<file path="src/verilog/pll_consts.svh">
`ifndef PLL_CONSTS_SVH
`define PLL_CONSTS_SVH

// ----------------------------------------
// enhancement control bit positions
// ----------------------------------------
`define CTL_WIDTH        8
`define CTL_BIT_PWRDN    3
`define CTL_BIT_CLOAD    4
`define CTL_BIT_MODSEL   5
`define CTL_BIT_PRESC    6
`define CTL_BIT_CLKOFF   7
`define CTL_RESET        8'h00

// ----------------------------------------
// synchroniser vector layout
// ----------------------------------------
`define SYN_SCLK         0
`define SYN_SDATA        1
`define SYN_STROBE       2
`define SYN_SMODE        3
`define SYN_BMODE        4
`define SYN_CTL_EN_N     5
`define SYN_VCO          6
`define SYN_REF          7
`define SYN_MODSEL       8
`define SYN_PRESC        9
`define SYN_PDATA_LO     10
`define SYN_PDATA_HI     17
`define SYN_WIDTH        18
`define SYN_RESET        18'h00000

`endif

</file>
<file path="src/verilog/pll_pkg.sv">
`default_nettype none

package pll_pkg;

  // ----------------------------------------
  // phase detector states
  // ----------------------------------------
  typedef enum logic [1:0] {
    PFD_IDLE,
    PFD_UP,
    PFD_DOWN
  } pfd_state_e;

  // ----------------------------------------
  // enhancement loader state
  // ----------------------------------------
  typedef struct packed {
    logic [7:0] shift;       // serial shift stage
    logic [7:0] hold;        // buffered control value
  } ctl_state_s;

  // ----------------------------------------
  // top-level state
  // ----------------------------------------
  typedef struct packed {
    logic [17:0] sync0;      // first synchroniser stage
    logic [17:0] sync1;      // second synchroniser stage
    logic [17:0] prev;       // delayed copy for edge detection
    pfd_state_e  pfd;        // phase detector state
    logic        up_n;       // pump-up pin
    logic        down_n;     // pump-down pin
    logic        lock;       // lock pin
    logic        diag;       // diagnostic data pin
    logic        vco_out;    // gated divided vco
    logic        ref_out;    // gated divided reference
    logic        pwrdn;      // power down status
    logic        cload;      // continuous counter load
  } top_state_s;

endpackage : pll_pkg

`default_nettype wire

</file>
<file path="src/verilog/enh_loader.sv">
`include "pll_consts.svh"
`default_nettype none

// ----------------------------------------
// enhancement register loader
// ----------------------------------------
module ctl_loader
(
  input  wire logic       ref_clk,      // system clock
  input  wire logic       rst,          // synchronous reset
  input  wire logic       sclk_rise,    // serial clock rising edge
  input  wire logic       sdata,        // serial data level
  input  wire logic       strobe,       // enhancement strobe level
  input  wire logic       strobe_rise,  // strobe rising edge
  input  wire logic       strobe_fall,  // strobe falling edge
  input  wire logic       serial_mode,  // high selects serial loading
  input  wire logic       direct_mode,  // high blocks all loading
  input  wire logic [7:0] par_data,     // parallel data bus
  output logic      [7:0] ctl_value     // buffered control bits
);

  pll_pkg::ctl_state_s st;       // registered state
  pll_pkg::ctl_state_s next_st;  // next state

  // ----------------------------------------
  // next state
  // ----------------------------------------
  always_comb
  begin
    next_st = st;
    if (!direct_mode && serial_mode)
    begin
      // serial shift path
      // first bit in travels to bit 0
      if (strobe && sclk_rise)
        next_st.shift = {sdata, st.shift[7:1]};
      // capture on strobe falling edge so partial loads never act
      if (strobe_fall)
        next_st.hold = st.shift;
    end
    else if (!direct_mode && strobe_rise)
    begin
      // parallel bus is bit-reversed: bus bit 7 is control bit 0
      next_st.hold = {<<{par_data}};
    end
  end

  // ----------------------------------------
  // state register
  // ----------------------------------------
  always_ff @(posedge ref_clk)
  begin
    if (rst)
    begin
      // clear both stages so no stale bits reach the outputs
      st.shift <= `CTL_RESET;
      st.hold  <= `CTL_RESET;
    end
    else
      st <= next_st;
  end

  assign ctl_value = st.hold;

  // ----------------------------------------
  // checks
  // ----------------------------------------
  property p_serial_capture;
    @(posedge ref_clk) disable iff (rst)
      (serial_mode && !direct_mode && strobe_fall) |=> (ctl_value == $past(st.shift));
  endproperty
  a_serial_capture: assert property (p_serial_capture)
    else $error("serial enhancement value not captured on strobe fall");

endmodule : ctl_loader

`default_nettype wire

</file>
<file path="src/verilog/pll_enhancement_and_phase_detect.sv">
`include "pll_consts.svh"
`default_nettype none


module pll_enhancement_and_phase_detect
(
  input  wire logic       ref_clk,               // 100 MHz system clock
  input  wire logic       rst,                   // synchronous reset, active high
  input  wire logic       sclk,                  // serial clock pin
  input  wire logic       sdata,                 // serial data pin
  input  wire logic       ctl_strobe,            // enhancement write strobe pin
  input  wire logic       smode,                 // serial mode select pin
  input  wire logic       bmode,                 // direct mode select pin
  input  wire logic [7:0] par_data,              // parallel data pins
  input  wire logic       enhancement_enable_n,  // control bit enable, active low
  input  wire logic       divided_vco,           // divided vco signal
  input  wire logic       divided_ref,           // divided reference signal
  input  wire logic       modulus_select,        // prescaler modulus select
  input  wire logic       prescaler_raw,         // undivided prescaler output
  output logic            pump_up_pulse_n,       // pump-up pulse, active low
  output logic            pump_down_pulse_n,     // pump-down pulse, active low
  output logic            lock_indicator,        // high while no pump pulse
  output logic            diag_out,              // diagnostic data output
  output logic            divided_vco_out,       // gated divided vco
  output logic            divided_ref_out,       // gated divided reference
  output logic            power_down,            // power down status
  output logic            counter_load_cont      // continuous counter load
);

  // ----------------------------------------
  // state and decoded signals
  // ----------------------------------------
  pll_pkg::top_state_s st;          // registered state
  pll_pkg::top_state_s next_st;     // next state
  logic [17:0]         pins;        // raw pin vector
  logic [17:0]         rise;        // rising edges after sync
  logic [17:0]         fall;        // falling edges after sync
  logic [7:0]          ctl_value;   // buffered control value
  logic [7:0]          eff;         // control bits in force

  assign pins = {par_data, prescaler_raw, modulus_select, divided_ref, divided_vco,
                 enhancement_enable_n, bmode, smode, ctl_strobe, sdata, sclk};

  // ----------------------------------------
  // edge detection, one lane per pin
  // ----------------------------------------
  genvar g;
  generate
    for (g = 0; g < `SYN_WIDTH; g++)
    begin : g_edge
      assign rise[g] = st.sync1[g] & ~st.prev[g];
      assign fall[g] = ~st.sync1[g] & st.prev[g];
    end
  endgenerate

  // ----------------------------------------
  // enhancement register loader
  // ----------------------------------------
  ctl_loader u_loader
  (
    .ref_clk     (ref_clk),
    .rst         (rst),
    .sclk_rise   (rise[`SYN_SCLK]),
    .sdata       (st.sync1[`SYN_SDATA]),
    .strobe      (st.sync1[`SYN_STROBE]),
    .strobe_rise (rise[`SYN_STROBE]),
    .strobe_fall (fall[`SYN_STROBE]),
    .serial_mode (st.sync1[`SYN_SMODE]),
    .direct_mode (st.sync1[`SYN_BMODE]),
    .par_data    (st.sync1[`SYN_PDATA_HI:`SYN_PDATA_LO]),
    .ctl_value   (ctl_value)
  );

  // ----------------------------------------
  // control bits in force
  // ----------------------------------------
  // enable pin gates all bits
  // a zero bit stays inactive
  // reserved bits are carried but steer nothing, so a host slip is harmless
  assign eff = st.sync1[`SYN_CTL_EN_N] ? `CTL_RESET : ctl_value;

  // ----------------------------------------
  // next state
  // ----------------------------------------
  always_comb
  begin
    next_st       = st;
    next_st.sync0 = pins;
    next_st.sync1 = st.sync0;
    next_st.prev  = st.sync1;
    next_st.pwrdn = eff[`CTL_BIT_PWRDN];
    next_st.cload = eff[`CTL_BIT_CLOAD];

    // phase detector, idle while powered down
    if (eff[`CTL_BIT_PWRDN])
    begin
      next_st.pfd = pll_pkg::PFD_IDLE;
    end
    else
    begin
      case (st.pfd)
        pll_pkg::PFD_IDLE:
        begin
          if (rise[`SYN_REF] && !rise[`SYN_VCO])
            next_st.pfd = pll_pkg::PFD_UP;
          else if (rise[`SYN_VCO] && !rise[`SYN_REF])
            next_st.pfd = pll_pkg::PFD_DOWN;
        end
        pll_pkg::PFD_UP:
        begin
          if (rise[`SYN_VCO])
            next_st.pfd = pll_pkg::PFD_IDLE;
        end
        pll_pkg::PFD_DOWN:
        begin
          if (rise[`SYN_REF])
            next_st.pfd = pll_pkg::PFD_IDLE;
        end
        default:
          next_st.pfd = pll_pkg::PFD_IDLE;
      endcase
    end

    next_st.up_n   = (next_st.pfd != pll_pkg::PFD_UP);
    next_st.down_n = (next_st.pfd != pll_pkg::PFD_DOWN);
    next_st.lock   = next_st.up_n & next_st.down_n;

    // diagnostic output; modulus select wins if both bits set
    if (eff[`CTL_BIT_PWRDN])
      next_st.diag = 1'b0;
    else if (eff[`CTL_BIT_MODSEL])
      next_st.diag = st.sync1[`SYN_MODSEL];
    else if (eff[`CTL_BIT_PRESC])
      next_st.diag = st.sync1[`SYN_PRESC];
    else
      next_st.diag = 1'b0;

    next_st.vco_out = st.sync1[`SYN_VCO] & ~eff[`CTL_BIT_CLKOFF] & ~eff[`CTL_BIT_PWRDN];
    next_st.ref_out = st.sync1[`SYN_REF] & ~eff[`CTL_BIT_CLKOFF] & ~eff[`CTL_BIT_PWRDN];
  end

  // ----------------------------------------
  // state register
  // ----------------------------------------
  always_ff @(posedge ref_clk)
  begin
    if (rst)
    begin
      st         <= '0;
      st.pfd     <= pll_pkg::PFD_IDLE;
      st.up_n    <= 1'b1;
      st.down_n  <= 1'b1;
      st.lock    <= 1'b1;
    end
    else
      st <= next_st;
  end

  // ----------------------------------------
  // outputs
  // ----------------------------------------
  assign pump_up_pulse_n   = st.up_n;
  assign pump_down_pulse_n = st.down_n;
  assign lock_indicator    = st.lock;
  assign diag_out          = st.diag;
  assign divided_vco_out   = st.vco_out;
  assign divided_ref_out   = st.ref_out;
  assign power_down        = st.pwrdn;
  assign counter_load_cont = st.cload;

  // ----------------------------------------
  // checks
  // ----------------------------------------
  property p_enable_gate;
    @(posedge ref_clk) disable iff (rst)
      st.sync1[`SYN_CTL_EN_N] |=> (!power_down && !counter_load_cont && !diag_out);
  endproperty
  a_enable_gate: assert property (p_enable_gate)
    else $error("control bits acted while enable high");

  property p_zero_inactive;
    @(posedge ref_clk) disable iff (rst)
      (!st.sync1[`SYN_CTL_EN_N] && ctl_value == `CTL_RESET) |=> (!power_down && !diag_out);
  endproperty
  a_zero_inactive: assert property (p_zero_inactive)
    else $error("cleared control bits left a function active");

  property p_power_down;
    @(posedge ref_clk) disable iff (rst)
      eff[`CTL_BIT_PWRDN] |=> (power_down && pump_up_pulse_n && pump_down_pulse_n
                               && !divided_vco_out && !divided_ref_out);
  endproperty
  a_power_down: assert property (p_power_down)
    else $error("power down did not quiet the block");

  property p_cload;
    @(posedge ref_clk) disable iff (rst)
      counter_load_cont == $past(eff[`CTL_BIT_CLOAD]);
  endproperty
  a_cload: assert property (p_cload)
    else $error("continuous load flag does not follow its bit");

  property p_modsel;
    @(posedge ref_clk) disable iff (rst)
      (eff[`CTL_BIT_MODSEL] && !eff[`CTL_BIT_PWRDN])
        |=> (diag_out == $past(st.sync1[`SYN_MODSEL]));
  endproperty
  a_modsel: assert property (p_modsel)
    else $error("diagnostic output not carrying modulus select");

  property p_presc;
    @(posedge ref_clk) disable iff (rst)
      (eff[`CTL_BIT_PRESC] && !eff[`CTL_BIT_MODSEL] && !eff[`CTL_BIT_PWRDN])
        |=> (diag_out == $past(st.sync1[`SYN_PRESC]));
  endproperty
  a_presc: assert property (p_presc)
    else $error("diagnostic output not carrying raw prescaler");

  property p_clk_off;
    @(posedge ref_clk) disable iff (rst)
      eff[`CTL_BIT_CLKOFF] |=> (!divided_vco_out && !divided_ref_out);
  endproperty
  a_clk_off: assert property (p_clk_off)
    else $error("divided clocks not disabled");

  property p_rise_only;
    @(posedge ref_clk) disable iff (rst)
      (st.pfd == pll_pkg::PFD_IDLE && !rise[`SYN_VCO] && !rise[`SYN_REF]) |=>
        (pump_up_pulse_n && pump_down_pulse_n);
  endproperty
  a_rise_only: assert property (p_rise_only)
    else $error("pump pulse started without a rising edge");

  property p_vco_leads;
    @(posedge ref_clk) disable iff (rst)
      (st.pfd == pll_pkg::PFD_IDLE && rise[`SYN_VCO] && !rise[`SYN_REF] && !eff[`CTL_BIT_PWRDN])
        |=> (!pump_down_pulse_n && pump_up_pulse_n);
  endproperty
  a_vco_leads: assert property (p_vco_leads)
    else $error("vco lead did not pulse pump-down");

  property p_ref_leads;
    @(posedge ref_clk) disable iff (rst)
      (st.pfd == pll_pkg::PFD_IDLE && rise[`SYN_REF] && !rise[`SYN_VCO] && !eff[`CTL_BIT_PWRDN])
        |=> (!pump_up_pulse_n && pump_down_pulse_n);
  endproperty
  a_ref_leads: assert property (p_ref_leads)
    else $error("reference lead did not pulse pump-up");

  property p_width;
    @(posedge ref_clk) disable iff (rst)
      (!pump_up_pulse_n && !rise[`SYN_VCO] && !eff[`CTL_BIT_PWRDN]) |=> !pump_up_pulse_n;
  endproperty
  a_width: assert property (p_width)
    else $error("pump-up pulse ended before the lagging edge");

  property p_lock;
    @(posedge ref_clk) disable iff (rst)
      lock_indicator == (pump_up_pulse_n & pump_down_pulse_n);
  endproperty
  a_lock: assert property (p_lock)
    else $error("lock indicator differs from AND of pumps");

endmodule : pll_enhancement_and_phase_detect

`default_nettype wire

</file>
<file path="config.mk">
export PLATFORM = sky130hd
export DESIGN_NAME = pll_enhancement_and_phase_detect
export DESIGN_NICKNAME = d
export VERILOG_FILES = /design/src/verilog/pll_pkg.sv /design/src/verilog/enh_loader.sv /design/src/verilog/pll_enhancement_and_phase_detect.sv
export VERILOG_INCLUDE_DIRS = /design/src /design/src/verilog
export SDC_FILE = /design/constraint.sdc
export NUM_CORES = 1
export LEC_CHECK = 0
export BUFFER_PORTS_ARGS = -buffer_cell sky130_fd_sc_hd__buf_2
export CORE_MARGIN = 1.5
export CORE_UTILIZATION = 35
export CTS_CLUSTER_DIAMETER = 150
export CTS_CLUSTER_SIZE = 24
export DETAILED_ROUTE_END_ITERATION = 6
export GPL_TIMING_DRIVEN = 0
export PLACE_DENSITY = 0.63
export SLEW_MARGIN = 10
export SYNTH_ARGS = -nofsm -noshare
export SYNTH_HDL_FRONTEND = slang
export SYNTH_SLANG_ARGS = --single-unit
</file>
<file path="constraint.sdc">
create_clock -name ref_clk -period 2.4 [get_ports ref_clk]
set_input_delay 0.12 -clock ref_clk [delete_from_list [all_inputs] [get_ports ref_clk]]
set_output_delay 0.12 -clock ref_clk [all_outputs]
set_load 0.02 [all_outputs]
</file>
# Yosys cells after proc, flatten, opt, wreduce, memory -nomap -nowiden
# Index checks and enable logic that the tools add are counted.
[totals]
mem_bits_rw = 0
inputBits = 20
out_inout_bits = 8
latch_bits = 0
reg_bits = 70
word_cells = 62
memories = 0
rom_bits = 0
[classes]
multipliers = 0
shifts = 0
div_mod_pow = 0
mux = 12
bitwise_logic = 17
eq_ne = 5
reduce_logical = 14
n_addsub = 0
order_cmp = 0
[op_table]
columns = ["op", "count"]
rows = [
  ["two-way mux 8 bit", 4],
  ["AND 1 bit", 10],
  ["two-way mux 2 bit", 5],
  ["NOT 1 bit", 7],
  ["one-hot mux 2 bit (3 select lines)", 1],
  ["logical AND 1 bit", 5],
  ["inequality test 2 x 1 -> 1 bit (second input constant)", 2],
  ["AND reduction 2 bit", 2],
  ["OR reduction 2 bit", 2],
  ["zero test 1 bit", 3],
  ["== test 2 x 1 -> 1 bit (second input constant)", 1],
  ["== test 2 bit (second input constant)", 1],
  ["zero test 2 bit", 1],
  ["two-way mux 1 bit", 2],
  ["inequality test 2 bit (second input constant)", 1],
  ["nonzero test 2 bit", 1],
]

# Depth between registers and ports, before layout
# Gate-level depths: netlist of the first run.
[depth]
depth_word = 10
ltp_mapped = 5

# Modules after synthesis
# Synthesis of the first run repeated with hierarchy kept, for this count alone.
[hier_totals]
cells_unflattened = 216
hier_area_um2 = 2275.9
[by_module_without_submodules]
columns = ["mod", "seq_area_each_um2", "cells_per_inst", "area_each_um2", "instances"]
rows = [
  ["pll_enhancement_and_phase_detect", 1001.0, 126, 1511.4, 1],
  ["ctl_loader", 320.3, 90, 764.5, 1],
]

# Worst setup path after synthesis of the first run
# OpenSTA, ideal clock, no wires.
[synth_timing]
path_kind = "reg2reg"
startpoint = "register u_loader.st, in the netlist u_loader.ctl_value[3]"
endpoint = "register st, in the netlist lock_indicator"
t_arrival_ps = 1177
slack_ps = 1100
path_buffers = 0
stages_incl_launch_ff = 5
required_time_ps = 2277
setup_time_ps = 123
synth_period_minus_slack_ps = 1300
cell_sequence = "dfxtp_1 nor2b_1 nor3_1 ha_1 or2_2"
[synth_rtl]
columns = ["element", "line_no", "source"]
rows = [
  ["from (decl)", "enh_loader.sv:22", "pll_pkg::ctl_state_s st;"],
  ["from (signal assigned)", "enh_loader.sv:60", "st <= next_st;"],
  ["to (signal assigned)", "pll_enhancement_and_phase_detect.sv:156", "st <= next_st;"],
  ["to (decl)", "pll_enhancement_and_phase_detect.sv:33", "pll_pkg::top_state_s st;"],
]

==> results.cfg, run 1 <==
[worst_setup_path]
reg2reg_to = lock_indicator$_SDFF_PP1_
cp-start-kind = register
endpoint_kind = register
arrival_ns = 1.62
critical_path_buf_inv_count = 0
crit_chain = nor2b_1 -> nor3_1 -> ha_1 -> or2_2
worst-setup-path-type = reg -> reg
reg2reg_depth = 4
worst_r2r_startpoint = u_loader.ctl_value[3]$_SDFFE_PP0P_
cp_slowest_cell = dfxtp_1
max_stage_delay_ns = 0.41
critPathTopFamily = simple AND/OR/NAND/NOR gates
rrSetupSlack_ns = 0.98
path_max_fanout = 5
cp.required_ns = 2.60

[sta]
tns_ns = 0
max_freq_mhz = 704.5
clock-skew-final_ns = 0.01371
final.period_utilization = 0.5914
slew_violations = 0
setup_violations = 0
maxSlewHeadroom = 0.6732
worst_pin_slew_ns = 0.4902
worst_hold_slack_ns = 0.01918
finalCriticalPeriod_ns = 1.419
rsz0062_at_grt = no
hold_viol = 0

[die]
initial_utilization = 0.3678
ioPinCount = 28
die_area_um2 = 5464
fp.dieH_um = 73.92
core-area_um2 = 4786
rows = 25
die_x_um = 73.92

[final_layout]
layout-drive-gt1-share = 0.1917
final_area_um2 = 2074
mostFrequentLayoutCells = dfxtp_1, nor2b_1, buf_2
syn_to_final_growth_pct = 17.84
final_common_cell = dfxtp_1
multi_input_area_um2 = 634.4
antenna_cells = 0
regArea_um2 = 1081
nFillCells = 448
nNetsFinal = 214

[synth]
syn-instance-count = 161
synth_nets = 183
yosys.cell_types.count = 26
syn_area_per_cell_um2 = 10.93
netlist_area_um2 = 1760
yosys_warnings = 0
ys_ff_latch = 54
ys_seq_area_frac = 0.6141

[grt]
grt_overflow = 0
grtUsageTotal = 0.1144
grt_pass1_vias = 1047
grt_max_degree = 17
grt_pass1_wl_mm = 4.636
antenna_found_initial = 0

[clock_network]
cts_inserted_buffers = 5
htree_levels = 2
cts-resized-gates = 0
max-clock-path-buffers = 2
cts_setup_buffers = 0
numClockSinks = 54
cts_tree = built
clk_latency_ns = 0.31
cts_root_buffer = clkbuf_8
clk_pin_slew_ns = 0.10
hold_buffers = 0

[power]
switching_power_uw = 342.0
fin_total_pwr_uw = 1633
leakage_uw = 0.0008013
seq_power_share = 0.580
swShare = 0.2095
power_density_nw_per_um2 = 787.0
p_clk_frac = 0.361
comb_power_share = 0.059
p_int_uw = 1291
ir_worst_vdd_v = 0.0004237

[min_path]
whs_endpoint = next_st[39]$_SDFF_PP0_
min_from = par_data[1]
hold_path_depth = 2
hold_class = in -> reg

[routing]
ant_nets = 0
drtIter0Drc = 38
dr.pass1.iters = 4
drc = 0
vias_per_cell = 4.377
vias = 1138
wl_per_cell_um = 10.25
drt_wl_total_mm = 2.666

[placed_design]
dp_hpwl_mm = 1.889
place_congestion = 0.7585
place_area_um2 = 1964
io_buffers = 24

[outcome]
status = finished clean

[job]
cap_violations = 0
==> how the worst max path moves through the flow <==
stage                                        from                         to  slack, ns  cells past startpoint
5_1_grt        u_loader.ctl_value[3]$_SDFFE_PP0P_  lock_indicator$_SDFF_PP1_       0.86                      4
6_report       u_loader.ctl_value[3]$_SDFFE_PP0P_  lock_indicator$_SDFF_PP1_       0.98                      4
3_5_place_dp   u_loader.ctl_value[3]$_SDFFE_PP0P_  lock_indicator$_SDFF_PP1_       0.97                      4
4_1_cts        u_loader.ctl_value[3]$_SDFFE_PP0P_  lock_indicator$_SDFF_PP1_       0.96                      4
2_1_floorplan  u_loader.ctl_value[3]$_SDFFE_PP0P_  lock_indicator$_SDFF_PP1_       1.10                      4
3_3_place_gp   u_loader.ctl_value[3]$_SDFFE_PP0P_  lock_indicator$_SDFF_PP1_       0.98                      4
==> metal layers <==
metal  wire length, µm  GRT usage  vias to the layer above
li1                  -          -                      609
met1              1301     0.1381                      501
met2              1188     0.1786                       20
met3               115    0.03978                        8
met4                60    0.06173                        0
met5                 0          0                        -
==> stage by stage <==
step	worst slack [ns]	util	cells
floorplan	1.100	-	161
global placement	0.9796	0.4105	252
detailed placement	0.9673	0.4105	252
CTS	0.9565	0.4335	260
global route	0.8593	0.4335	260
finish	0.9806	0.4335	260
==> synthesized netlist by cell type <==
cell | instances | area share
a2111oi_0 | 1 | 0.0050
a211oi_1 | 5 | 0.021
a21o_1 | 2 | 0.0085
a21oi_1 | 7 | 0.020
and4bb_2 | 2 | 0.014
buf_6 | 1 | 0.0064
clkbuf_1 | 5 | 0.011
dfxtp_1 | 54 | 0.61
ha_1 | 2 | 0.014
inv_1 | 4 | 0.0085
nand2_1 | 1 | 0.0021
nand2b_1 | 3 | 0.011
nand3_1 | 7 | 0.020
nand3b_1 | 2 | 0.0085
nand4bb_1 | 1 | 0.0064
nor2_1 | 3 | 0.0064
nor2b_1 | 37 | 0.13
nor3_1 | 7 | 0.020
nor3b_1 | 1 | 0.0043
nor4_1 | 2 | 0.0071
nor4b_4 | 1 | 0.014
o21ai_0 | 6 | 0.017
o22ai_1 | 4 | 0.014
or2_2 | 1 | 0.0036
or3b_4 | 1 | 0.0064
or4b_1 | 1 | 0.0057
==> power by group through the flow <==
stage	Sequential [µW]	Combinational [µW]	Clock, µW
floorplan	970	62.3	0
global placement	967	98.0	0
detailed placement	967	98.5	0
CTS	946	98.8	604
global route	951	111	644
finish	946	97.1	589
==> flip-flops by register name, summed over array words and instances (netlist names) <==
signal,count
next_st,30
pump_up_pulse_n,1
lock_indicator,1
power_down,1
divided_ref_out,1
u_loader.ctl_value,5
pump_down_pulse_n,1
st,6
divided_vco_out,1
counter_load_cont,1
u_loader.st,5
diag_out,1
==> kinds of logic (layout without fill, tap and decap cells) <==
kind of cell	count (synthesis)	after routing	share of synthesized area
AO/OA/AOI/OAI	25	25	0.08600
adder cells (fa/ha/maj)	2	2	0.01421
buffers and inverters	10	42	0.02558
flip-flops	54	54	0.6141
AND/OR/NAND/NOR	70	70	0.2601
==> area by class of cell <==
cell class / count / area share
Buffer: 6 / 0.01448
Clock inverter: 2 / 0.01809
Timing Repair Buffer: 24 / 0.05790
Sequential cell: 54 / 0.5211
Inverter: 4 / 0.007238
Multi-Input combinational cell: 97 / 0.3058
Clock buffer: 6 / 0.03498
Tap cell: 67 / 0.04041
No activity file was read; power rests on OpenSTA's default activity.
==> run 2, diff against run 1 <==
==> constraint.sdc (replaced) <==
create_clock -name ref_clk -period 1.4 [get_ports ref_clk]
set_input_delay 0.07 -clock ref_clk [delete_from_list [all_inputs] [get_ports ref_clk]]
set_output_delay 0.07 -clock ref_clk [all_outputs]
set_load 0.02 [all_outputs]
==> results.cfg, run 2 (synthesis results as in run 1) <==
[clock_network]
htree_levels = 2
max-clock-path-buffers = 2
cts_tree = built
cts_root_buffer = clkbuf_8
clk_pin_slew_ns = 0.10
cts_inserted_buffers = 5
clk_latency_ns = 0.31
numClockSinks = 54
cts_setup_buffers = 0

[sta]
worst_hold_slack_ns = 0.008569
worst_pin_slew_ns = 0.4879
clock-skew-final_ns = 0.01342
slew_violations = 0
max_freq_mhz = 758.8
hold_viol = 0
setup_violations = 0
maxSlewHeadroom = 0.6748
finalCriticalPeriod_ns = 1.318
fin_ws_ns = 0.08214
final.period_utilization = 0.9413

[die]
fp.dieH_um = 73.92
die_x_um = 73.92
ioPinCount = 28
die_area_um2 = 5464
rows = 25
core-area_um2 = 4786
initial_utilization = 0.3678

[power]
seq_power_share = 0.571
p_int_uw = 2243
comb_power_share = 0.072
power_density_nw_per_um2 = 1267
ir_worst_vdd_v = 0.0007622
leakage_uw = 0.0008673
switching_power_uw = 599.0
p_clk_frac = 0.357
swShare = 0.2108

[routing]
ant_nets = 0
vias = 1201
drtIter0Drc = 43
wl_per_cell_um = 10.47
drc = 0
vias_per_cell = 4.367
drt_wl_total_mm = 2.878
dr.pass1.iters = 4

[worst_setup_path]
max_stage_delay_ns = 0.42
cp-start-kind = register
crit_chain = nor2b_4 -> nor3_2 -> ha_1 -> or2_2
endpoint_kind = register
cp.required_ns = 1.60
path_max_fanout = 5
cp_slowest_cell = dfxtp_1
worst-setup-path-type = reg -> reg
arrival_ns = 1.52

[final_layout]
mostFrequentLayoutCells = dfxtp_1, nor2b_1, buf_2
final_common_cell = dfxtp_1
syn_to_final_growth_pct = 27.36
postLayoutCoreUtil = 0.4685
antenna_cells = 0
layout-drive-gt1-share = 0.1971
nNetsFinal = 229
nFillCells = 425
largest_reg_flops = 30

[grt]
grt_overflow = 0
antenna_found_initial = 0
grtUsageTotal = 0.1233
grt_pass1_vias = 1143
grt_max_degree = 17
grt_pass1_wl_mm = 5.016

[placed_design]
io_buffers = 24
dp_hpwl_mm = 1.889
pre_cts_ws_ns = -0.03269
place_congestion = 0.7585

[outcome]
status = finished clean

[min_path]
hold_class = in -> reg

[job]
cap_violations = 0
==> run 2: cell types whose count changed in the layout (fill, tap and decap cells not counted), sizes merged <==
cell         change
dlygate4sd3     +15
==> run 2: through the flow <==
| stage | TNS, ns | power, µW | cell area [µm²] | cells |
|---|---|---|---|---|
| floorplan | 0 | 1770 | 1760 | 161 |
| finish | 0 | 2842 | 2242 | 275 |
| global placement | -0.02038 | 1825 | 1964 | 252 |
| detailed placement | -0.03269 | 1827 | 1964 | 252 |
| CTS | 0 | 2859 | 2227 | 275 |
| global route | -0.001815 | 2967 | 2242 | 275 |
==> run 2: timing repair <==
item,in CTS,in global routing
hold endpoints to repair,15,0
cloned,0,0
resized for setup,1,4
hold buffers,15,0
setup endpoints to repair,1,1
==> run 2: worst max-delay path, delay by kind of cell, from the launching register on <==
family | cells | cell delay, ns
adders and majority gates | 1 | 0.26
DFF | 1 | 0.42
and+or+nand+nor | 3 | 0.54
==> run 2: final cells by class <==
type                            count  area (µm²)  share of cell area
Inverter                            4       15.01            0.006696
Clock inverter                      2       37.54             0.01674
Sequential cell                    54        1082              0.4827
Buffer                              6       30.03             0.01339
Multi-Input combinational cell     97       650.6              0.2902
Tap cell                           67       83.83             0.03739
Clock buffer                        6       72.57             0.03237
Timing Repair Buffer               39       270.3              0.1205
==> run 2: final timing paths <==
| kind | startpoint | end | slack [ns] | cells after the start |
|---|---|---|---|---|
| hold reg to reg | next_st[30]$_SDFF_PP0_ | next_st[12]$_SDFF_PP0_ | 0.44 | 1 |
| hold / removal | rst | st[16]$_SDFF_PP0_ | 0.009 | 2 |
| setup / recovery | u_loader.ctl_value[3]$_SDFFE_PP0P_ | lock_indicator$_SDFF_PP1_ | 0.08 | 4 |
| setup reg to reg | u_loader.ctl_value[3]$_SDFFE_PP0P_ | lock_indicator$_SDFF_PP1_ | 0.08 | 4 |
==> run 2: routing by layer <==
metal  part of all wire  global-route usage  vias up
li1                   -                   -      639
met1               0.46              0.1415      534
met2               0.48              0.2054       20
met3              0.036             0.03978        8
met4              0.021             0.06173        0
met5                  0                   0        -
==> run 2: power groups by stage <==
| stage | sequential (µW) | combinational (µW) | clock [µW] |
|---|---|---|---|
| after global routing | 1630 | 230 | 1100 |
| after global placement | 1660 | 168 | 0 |
| after CTS | 1620 | 201 | 1040 |
| after detailed placement | 1660 | 169 | 0 |
| final | 1620 | 204 | 1010 |
| after floorplan | 1660 | 107 | 0 |
